### src/mra_regs.svh
// register offsets, field positions and page constants of the metering register access block
`ifndef MRA_REGS_SVH
`define MRA_REGS_SVH

// ==========================================================
// direct registers
`define MRA_OFS_PTR 8'h91
`define MRA_OFS_DAT_LO 8'h92
`define MRA_OFS_DAT_MID 8'h93
`define MRA_OFS_DAT_HI 8'h94
`define MRA_OFS_VRMS_LO 8'hD1
`define MRA_OFS_VRMS_MID 8'hD2
`define MRA_OFS_VRMS_HI 8'hD3
`define MRA_OFS_IRMS_LO 8'hD4
`define MRA_OFS_IRMS_MID 8'hD5
`define MRA_OFS_IRMS_HI 8'hD6
`define MRA_OFS_IEN_LO 8'hD9
`define MRA_OFS_IEN_MID 8'hDA
`define MRA_OFS_IEN_HI 8'hDB
`define MRA_OFS_IST_LO 8'hDC
`define MRA_OFS_IST_MID 8'hDD
`define MRA_OFS_IST_HI 8'hDE
`define MRA_OFS_WAV1_LO 8'hE2
`define MRA_OFS_WAV1_MID 8'hE3
`define MRA_OFS_WAV1_HI 8'hE4
`define MRA_OFS_WAV2_LO 8'hE5
`define MRA_OFS_WAV2_MID 8'hE6
`define MRA_OFS_WAV2_HI 8'hE7

// ==========================================================
// pointer fields and reset values
`define MRA_PTR_DIR_BIT 7
`define MRA_PTR_ADDR_MSB 6
`define MRA_RST_BYTE 8'h00
`define MRA_RST_WORD 24'h000000

// ==========================================================
// one-byte registers of the internal page
`define MRA_PG_BYTE_FIRST 7'h0B
`define MRA_PG_BYTE_LAST 7'h10
`define MRA_PG_BYTE_SINGLE 7'h13

`endif

### src/mra_pkg.sv
// types shared by the metering register access block
`include "mra_regs.svh"

package mra_pkg;

	// ==========================================================
	// transfer sequencer states
	typedef enum logic [2:0]
	{
		MRA_IDLE = 3'b001,
		MRA_REQ = 3'b010,
		MRA_DRAIN = 3'b100
	} mra_state_t;

	// ==========================================================
	// one pointer transfer towards the internal page
	typedef struct packed
	{
		logic write;
		logic [6:0] addr;
		logic [23:0] data;
	} mra_page_req_t;

	// tells whether an internal page address holds a single byte
	function automatic logic mra_is_byte_reg(input logic [6:0] addr);
		mra_is_byte_reg = ((addr >= `MRA_PG_BYTE_FIRST) && (addr <= `MRA_PG_BYTE_LAST))
			|| (addr == `MRA_PG_BYTE_SINGLE);
	endfunction : mra_is_byte_reg

endpackage : mra_pkg

### src/mra_top.sv
// metering register access: direct metering registers, pointer window and page handshake
`timescale 1ns/1ps
`include "mra_regs.svh"

// Operation
// - pointer bit 7 selects write (1) or read (0); bits 6:0 give page address.
// - pointer write with direction set copies the three data bytes to the page.
// - one-byte page register writes take only the low data byte.
// - pointer write with direction clear loads the page register into the data bytes.
// - one-byte page register reads fill the low byte and zero the middle and high.
// - each interrupt status byte latches the live interrupt state when that byte is read.
// - reading a high byte captures all 24 bits of that rms or waveform value.
// - low or middle byte reads without the high byte return the previous capture.
// - pointer at 0x91; data bytes low, middle, high at 0x92 to 0x94.
// - interrupt enables at 0xD9-0xDB and statuses at 0xDC-0xDE, readable and writable.
// - two waveform samples read-only at 0xE2-0xE4 and 0xE5-0xE7.
// - every pointer read is its own strobe so read-with-clear aliases clear once.
module mra_top
(
	input wire logic MCLK,
	input wire logic RST,
	input wire logic [7:0] SFR_ADDR,
	input wire logic SFR_WR,
	input wire logic SFR_RD,
	input wire logic [7:0] SFR_WDATA,
	output logic [7:0] SFR_RDATA,
	input wire logic [23:0] VRMS_IN,
	input wire logic [23:0] IRMS_IN,
	input wire logic [23:0] WAV1_IN,
	input wire logic [23:0] WAV2_IN,
	input wire logic [23:0] IRQ_STATE_IN,
	output logic [23:0] IRQ_ENABLE,
	output logic [23:0] IRQ_CLEAR,
	output mra_pkg::mra_page_req_t PAGE_REQ,
	output logic PAGE_STROBE,
	input wire logic PAGE_ACK,
	input wire logic [23:0] PAGE_RDATA,
	output logic XFER_BUSY
);
	import mra_pkg::*;

	// ==========================================================
	// declarations
	logic [7:0] ptr_r;
	logic [23:0] dat_r;
	logic [23:0] irq_en_r;
	logic [23:0] irq_clr_r;
	logic [23:0] vrms_lat_r;
	logic [23:0] irms_lat_r;
	logic [23:0] wav1_lat_r;
	logic [23:0] wav2_lat_r;
	logic [7:0] rdata_r;
	logic [7:0] rdata_nxt;
	logic ack_s1_r;
	logic ack_s2_r;
	mra_state_t state_r;
	mra_page_req_t req_r;
	mra_page_req_t req_nxt;
	logic strobe_r;
	logic busy_r;
	logic wr_ptr;
	logic start;
	logic load_rd;

	// ==========================================================
	// bus decode
	assign wr_ptr = SFR_WR && (SFR_ADDR == `MRA_OFS_PTR);
	assign start = wr_ptr && (state_r == MRA_IDLE);
	assign load_rd = (state_r == MRA_REQ) && ack_s2_r && !req_r.write;

	// ==========================================================
	// page acknowledge synchroniser, first stage only feeds second
	always_ff @(posedge MCLK or posedge RST)
	begin
		if (RST)
		begin
			ack_s1_r <= 1'b0;
			ack_s2_r <= 1'b0;
		end
		else
		begin
			ack_s1_r <= PAGE_ACK;
			ack_s2_r <= ack_s1_r;
		end
	end

	// ==========================================================
	// pointer register, taken only while no transfer runs
	always_ff @(posedge MCLK or posedge RST)
	begin
		if (RST)
			ptr_r <= `MRA_RST_BYTE;
		else if (start)
			ptr_r <= SFR_WDATA;
	end

	// request word built from pointer and data bytes
	always_comb
	begin
		req_nxt.write = SFR_WDATA[`MRA_PTR_DIR_BIT];
		req_nxt.addr = SFR_WDATA[`MRA_PTR_ADDR_MSB:0];
		if (mra_is_byte_reg(SFR_WDATA[`MRA_PTR_ADDR_MSB:0]))
			req_nxt.data = {16'h0000, dat_r[7:0]};
		else
			req_nxt.data = dat_r;
	end

	// ==========================================================
	// transfer sequencer: four-phase handshake with the page
	always_ff @(posedge MCLK or posedge RST)
	begin
		if (RST)
		begin
			state_r <= MRA_IDLE;
			strobe_r <= 1'b0;
			req_r <= '0;
		end
		else
		begin
			unique case (state_r)
				MRA_IDLE:
				begin
					if (start)
					begin
						req_r <= req_nxt;
						strobe_r <= 1'b1;
						state_r <= MRA_REQ;
					end
				end
				MRA_REQ:
				begin
					if (ack_s2_r)
					begin
						strobe_r <= 1'b0;
						state_r <= MRA_DRAIN;
					end
				end
				MRA_DRAIN:
				begin
					// one strobe per read keeps clear-on-read aliases single
					if (!ack_s2_r)
						state_r <= MRA_IDLE;
				end
			endcase
		end
	end

	// ==========================================================
	// busy flag: same span as a non-idle sequencer, kept in its own flop
	always_ff @(posedge MCLK or posedge RST)
	begin
		if (RST)
			busy_r <= 1'b0;
		else if (start)
			busy_r <= 1'b1;
		else if ((state_r == MRA_DRAIN) && !ack_s2_r)
			busy_r <= 1'b0;
	end

	// ==========================================================
	// pointer data bytes: bus writes and page read results
	always_ff @(posedge MCLK or posedge RST)
	begin
		if (RST)
			dat_r <= `MRA_RST_WORD;
		else if (load_rd)
		begin
			if (mra_is_byte_reg(req_r.addr))
				dat_r <= {16'h0000, PAGE_RDATA[7:0]};
			else
				dat_r <= PAGE_RDATA;
		end
		else if (SFR_WR)
		begin
			if (SFR_ADDR == `MRA_OFS_DAT_LO)
				dat_r[7:0] <= SFR_WDATA;
			if (SFR_ADDR == `MRA_OFS_DAT_MID)
				dat_r[15:8] <= SFR_WDATA;
			if (SFR_ADDR == `MRA_OFS_DAT_HI)
				dat_r[23:16] <= SFR_WDATA;
		end
	end

	// ==========================================================
	// interrupt enable bytes
	always_ff @(posedge MCLK or posedge RST)
	begin
		if (RST)
			irq_en_r <= `MRA_RST_WORD;
		else if (SFR_WR)
		begin
			if (SFR_ADDR == `MRA_OFS_IEN_LO)
				irq_en_r[7:0] <= SFR_WDATA;
			if (SFR_ADDR == `MRA_OFS_IEN_MID)
				irq_en_r[15:8] <= SFR_WDATA;
			if (SFR_ADDR == `MRA_OFS_IEN_HI)
				irq_en_r[23:16] <= SFR_WDATA;
		end
	end

	// ==========================================================
	// interrupt status bytes: a read latches the live byte into the read data, written ones pulse a clear
	always_ff @(posedge MCLK or posedge RST)
	begin
		if (RST)
			irq_clr_r <= `MRA_RST_WORD;
		else
		begin
			irq_clr_r <= `MRA_RST_WORD; // clear pulses last one cycle
			if (SFR_WR && (SFR_ADDR == `MRA_OFS_IST_LO))
				irq_clr_r[7:0] <= SFR_WDATA;
			if (SFR_WR && (SFR_ADDR == `MRA_OFS_IST_MID))
				irq_clr_r[15:8] <= SFR_WDATA;
			if (SFR_WR && (SFR_ADDR == `MRA_OFS_IST_HI))
				irq_clr_r[23:16] <= SFR_WDATA;
		end
	end

	// ==========================================================
	// three-byte value capture on high byte read
	always_ff @(posedge MCLK or posedge RST)
	begin
		if (RST)
		begin
			vrms_lat_r <= `MRA_RST_WORD;
			irms_lat_r <= `MRA_RST_WORD;
			wav1_lat_r <= `MRA_RST_WORD;
			wav2_lat_r <= `MRA_RST_WORD;
		end
		else if (SFR_RD)
		begin
			if (SFR_ADDR == `MRA_OFS_VRMS_HI)
				vrms_lat_r <= VRMS_IN;
			if (SFR_ADDR == `MRA_OFS_IRMS_HI)
				irms_lat_r <= IRMS_IN;
			if (SFR_ADDR == `MRA_OFS_WAV1_HI)
				wav1_lat_r <= WAV1_IN;
			if (SFR_ADDR == `MRA_OFS_WAV2_HI)
				wav2_lat_r <= WAV2_IN;
		end
	end

	// ==========================================================
	// read multiplexer; high bytes and status bytes show the value being latched
	always_comb
	begin
		unique case (SFR_ADDR)
			`MRA_OFS_PTR: rdata_nxt = ptr_r;
			`MRA_OFS_DAT_LO: rdata_nxt = dat_r[7:0];
			`MRA_OFS_DAT_MID: rdata_nxt = dat_r[15:8];
			`MRA_OFS_DAT_HI: rdata_nxt = dat_r[23:16];
			`MRA_OFS_VRMS_LO: rdata_nxt = vrms_lat_r[7:0];
			`MRA_OFS_VRMS_MID: rdata_nxt = vrms_lat_r[15:8];
			`MRA_OFS_VRMS_HI: rdata_nxt = VRMS_IN[23:16];
			`MRA_OFS_IRMS_LO: rdata_nxt = irms_lat_r[7:0];
			`MRA_OFS_IRMS_MID: rdata_nxt = irms_lat_r[15:8];
			`MRA_OFS_IRMS_HI: rdata_nxt = IRMS_IN[23:16];
			`MRA_OFS_IEN_LO: rdata_nxt = irq_en_r[7:0];
			`MRA_OFS_IEN_MID: rdata_nxt = irq_en_r[15:8];
			`MRA_OFS_IEN_HI: rdata_nxt = irq_en_r[23:16];
			`MRA_OFS_IST_LO: rdata_nxt = IRQ_STATE_IN[7:0];
			`MRA_OFS_IST_MID: rdata_nxt = IRQ_STATE_IN[15:8];
			`MRA_OFS_IST_HI: rdata_nxt = IRQ_STATE_IN[23:16];
			`MRA_OFS_WAV1_LO: rdata_nxt = wav1_lat_r[7:0];
			`MRA_OFS_WAV1_MID: rdata_nxt = wav1_lat_r[15:8];
			`MRA_OFS_WAV1_HI: rdata_nxt = WAV1_IN[23:16];
			`MRA_OFS_WAV2_LO: rdata_nxt = wav2_lat_r[7:0];
			`MRA_OFS_WAV2_MID: rdata_nxt = wav2_lat_r[15:8];
			`MRA_OFS_WAV2_HI: rdata_nxt = WAV2_IN[23:16];
			default: rdata_nxt = `MRA_RST_BYTE; // unmapped reads as zero
		endcase
	end

	// read data register, updated on each read strobe
	always_ff @(posedge MCLK or posedge RST)
	begin
		if (RST)
			rdata_r <= `MRA_RST_BYTE;
		else if (SFR_RD)
			rdata_r <= rdata_nxt;
	end

	// ==========================================================
	// outputs, all from flip-flops
	assign SFR_RDATA = rdata_r;
	assign IRQ_ENABLE = irq_en_r;
	assign IRQ_CLEAR = irq_clr_r;
	assign PAGE_REQ = req_r;
	assign PAGE_STROBE = strobe_r;
	assign XFER_BUSY = busy_r;
endmodule : mra_top

### config.mk
export PLATFORM = sky130hd
export DESIGN_NAME = mra_top
export DESIGN_NICKNAME = d
export VERILOG_FILES = /design/src/mra_pkg.sv /design/src/mra_top.sv
export VERILOG_INCLUDE_DIRS = /design/src
export SDC_FILE = /design/constraint.sdc
export NUM_CORES = 1
export LEC_CHECK = 0
export BUFFER_PORTS_ARGS = -buffer_cell sky130_fd_sc_hd__buf_2
export CAP_MARGIN = 10
export CORE_MARGIN = 1.5
export CORE_UTILIZATION = 56
export CTS_BUF_LIST = sky130_fd_sc_hd__clkbuf_16
export DETAILED_ROUTE_END_ITERATION = 12
export PLACE_DENSITY_LB_ADDON = 0.2
export SETUP_SLACK_MARGIN = 0.3
export SLEW_MARGIN = 25
export SYNTH_ARGS = -nofsm -noshare
export SYNTH_HDL_FRONTEND = slang
export SYNTH_SLANG_ARGS = --single-unit
### constraint.sdc
create_clock -name MCLK -period 13.55 [get_ports MCLK]
set_input_delay 0.6775 -clock MCLK [delete_from_list [all_inputs] [get_ports MCLK]]
set_output_delay 0.6775 -clock MCLK [all_outputs]
set_load 0.005 [all_outputs]
==> impl_metrics.yaml <==
sta:
  slew_viol_final: 0
  skew_ns: 0.0110
  grt_setup_unrepaired: "no"
  finalHoldViolCount: 0
  fin_crit_ns: 3.09
  post-route-period-util_pct: 22.8
  fin_setup_tns_ns: 0
  holdWs_ns: 0.263
  finalSetupViolCount: 0
  worst-slew-pin-transition_ns: 0.925
  max_freq_ghz: 0.324
  slew-limit-headroom_pct: 37.8
  fin_ws_ns: 10.46
worst_setup_path:
  cp_max_fo: 32
  cp-start-kind: "input pin"
  worstSetupPathType: "input pin to flop"
  cp_data_required_time_ns: 13.86
  worstPathArrival_ns: 3.40
  cp-end-kind: "flop"
power:
  p_int_mw: 0.955
  p_comb_share_pct: 14.3
  pwr-share-seq_pct: 49.5
  swShare_pct: 28.8
  p_sw_mw: 0.386
  power_mw: 1.34
  leakage_nw: 5.53
  power.density_mw_per_mm2: 124
  ir_drop_mv: 0.0838
  pwr-share-clk_pct: 36.2
global_route:
  grt.total_usage_pct: 35.1
  antenna_found_initial: 1
  grt_max_degree: 68
  grt_pass1_vias: 7240
  grt-ovfl-total: 0
  grt_pass1_wl_um: 42600
synth:
  synth_most_common_cell: "dfrtp_1"
  netlist.area_leader.share_pct: 51.3
  syn_inst: 762
  yosys.area.top_type: "dfrtp_1"
  synth-edff-count: 0
  synthesis.nets: 927
  ys_top_cells_by_count: "182 x dfrtp_1, 109 x mux2_2, 56 x a22oi_1"
  yosysUniqueCellTypes: 64
  syn_area_sq_mm: 0.00887
  synth.avg_cell_area_sq_um: 11.6
  ys_warn_count: 0
  synth.area.top_cells: "dfrtp_1 51%, mux2_2 14%, a22oi_1 4.7%"
  ys.flop_type: "dfrtp_1"
  synth-async-reset-ratio_pct: 100
  seq_area_frac_synth_pct: 51.6
  synth_seq_cells: 183
final_layout:
  register_area_sq_mm: 0.00458
  fillers: 1156
  multi_input_area_sq_mm: 0.00397
  nets: 1154
  drive_gt1_share_pct: 42.8
  area_growth_pct: 21.6
route:
  wl_per_cell_um: 23.5
  via_per_inst: 6.15
  routed_wl_um: 28500
  initialDrtViolationCount: 651
  vias: 7472
  drtPass1Iterations: 5
  ant_nets: 0
  route.detailed.drc: 0
run:
  drv_cap: 0
cts:
  cts_root_buffer: "clkbuf_16"
  hold_buffers: 0
  clock_latency_ns: 0.43
  cts_tree: "done"
  clockBufferDepth: 2
  clock_sinks: 183
  clkTransAtPathRegs_ns: 0.07
  h-tree-depth: 4
  cts_setup_buffers: 0
  cts_made_buffers: 17
  cts_resized: 0
place:
  globalplace.congestion: 1.00
  portBuffers: 254
  post-place-ws_ns: 10.05
  dp_hpwl_um: 21300
floorplan:
  rows: 45
  die_h_um: 129
  core_area_sq_mm: 0.0153
  start_util_pct: 57.9
  io_pins: 255
  dieArea_sq_mm: 0.0166
  die_w_um: 129
min_path:
  hp-class: "input pin to asynchronous set/reset pin"
status:
  status: "finished clean"
[routing by layer]
layer | routed length, um | GRT usage (%)
met2 | 13100 | 53.8
met3 | 2400 | 7.32
met1 | 12100 | 49.3
met5 | 0 | 0
met4 | 931 | 14.0
[flip-flops by register name (all words and copies together) (netlist names), 3 cells and up]
| name | cells |
|---|---|
| wav2_lat_r | 16 |
| wav1_lat_r | 16 |
| irms_lat_r | 16 |
| state_r | 3 |
| PAGE_REQ | 24 |
| dat_r | 24 |
| IRQ_ENABLE | 24 |
| vrms_lat_r | 16 |
| ptr_r | 8 |
| SFR_RDATA | 8 |
| IRQ_CLEAR | 24 |
[kinds of logic after synthesis]
group,count (synthesis),synth area share [%]
buffers and inverters,72,3.79
AO/OA/AOI/OAI,188,15.2
multiplexers,138,17.8
AND/OR/NAND/NOR,179,11.4
XOR/XNOR,2,0.197
flip-flops,183,51.6
[path summary, 6_finish.rpt]
path                                   startpoint                         end  slack (ns)  cells past startpoint
max                                   SFR_ADDR[1]  irms_lat_r[12]$_DFFE_PP0P_       10.46                      5
min                                           RST       XFER_BUSY$_DFFE_PP0P_        0.26                      2
max reg2reg                state_r[0]$_DFFE_PP1P_     PAGE_REQ[9]$_DFFE_PP0P_       10.81                      4
min reg2reg                    ack_s1_r$_DFF_PP0_          ack_s2_r$_DFF_PP0_        0.36                      0
max in group asynchronous                     RST   IRQ_ENABLE[5]$_DFFE_PP0P_       12.07                      3
min in group MCLK                        PAGE_ACK          ack_s1_r$_DFF_PP0_        0.35                      1
[layout by cell type, fill, tap and decap left out, drive strengths merged, types with 5 or more instances in the layout]
| cell type | n |
|---|---|
| buf | 258 |
| dfrtp | 182 |
| mux2 | 121 |
| a22oi | 56 |
| nand2 | 43 |
| o21ai | 38 |
| nor2 | 30 |
| inv | 27 |
| and2 | 26 |
| nand3 | 21 |
| a22o | 18 |
| mux2i | 17 |
| clkbuf | 17 |
| a21oi | 16 |
| nand2b | 13 |
| a32oi | 11 |
| nor3 | 10 |
| nor2b | 7 |
| o22ai | 7 |
| nor3b | 7 |
| a221oi | 6 |
| clkinv | 6 |
| a31oi | 5 |
| and3 | 5 |
[metrics by stage]
step,area [sq um],std cells,util [%]
2_1_floorplan,8870,762,-
3_3_place_gp,10200,1181,66.6
3_5_place_dp,10200,1181,66.6
4_1_cts,10800,1213,70.4
5_1_grt,10800,1214,70.4
6_report,10800,1214,70.4
[worst max-delay path, cell delays in order]
cell,delay [ns]
buf_2,0.59
nand2b_1,0.26
nor2_1,0.68
nand4_2,0.66
mux2_2,0.50
[final cells by class]
type                       instances  share of cell area, %
timing repair buffer             258                   12.1
multi-input combinational        507                   36.8
tap                              211                   2.45
antenna                            1                 0.0232
clock buffer                      17                   3.94
clock inverter                    15                   1.43
inverter                          22                  0.812
sequential                       183                   42.5
[power by group through the flow]
stage | clock, mW | sequential, mW | combinational, mW
after floorplan | 0 | 0.640 | 0.122
after global placement | 0 | 0.670 | 0.181
after detailed placement | 0 | 0.671 | 0.188
after CTS | 0.489 | 0.661 | 0.189
after global routing | 0.514 | 0.667 | 0.210
final | 0.486 | 0.664 | 0.191
No activity file was read; power rests on OpenSTA's default activity.
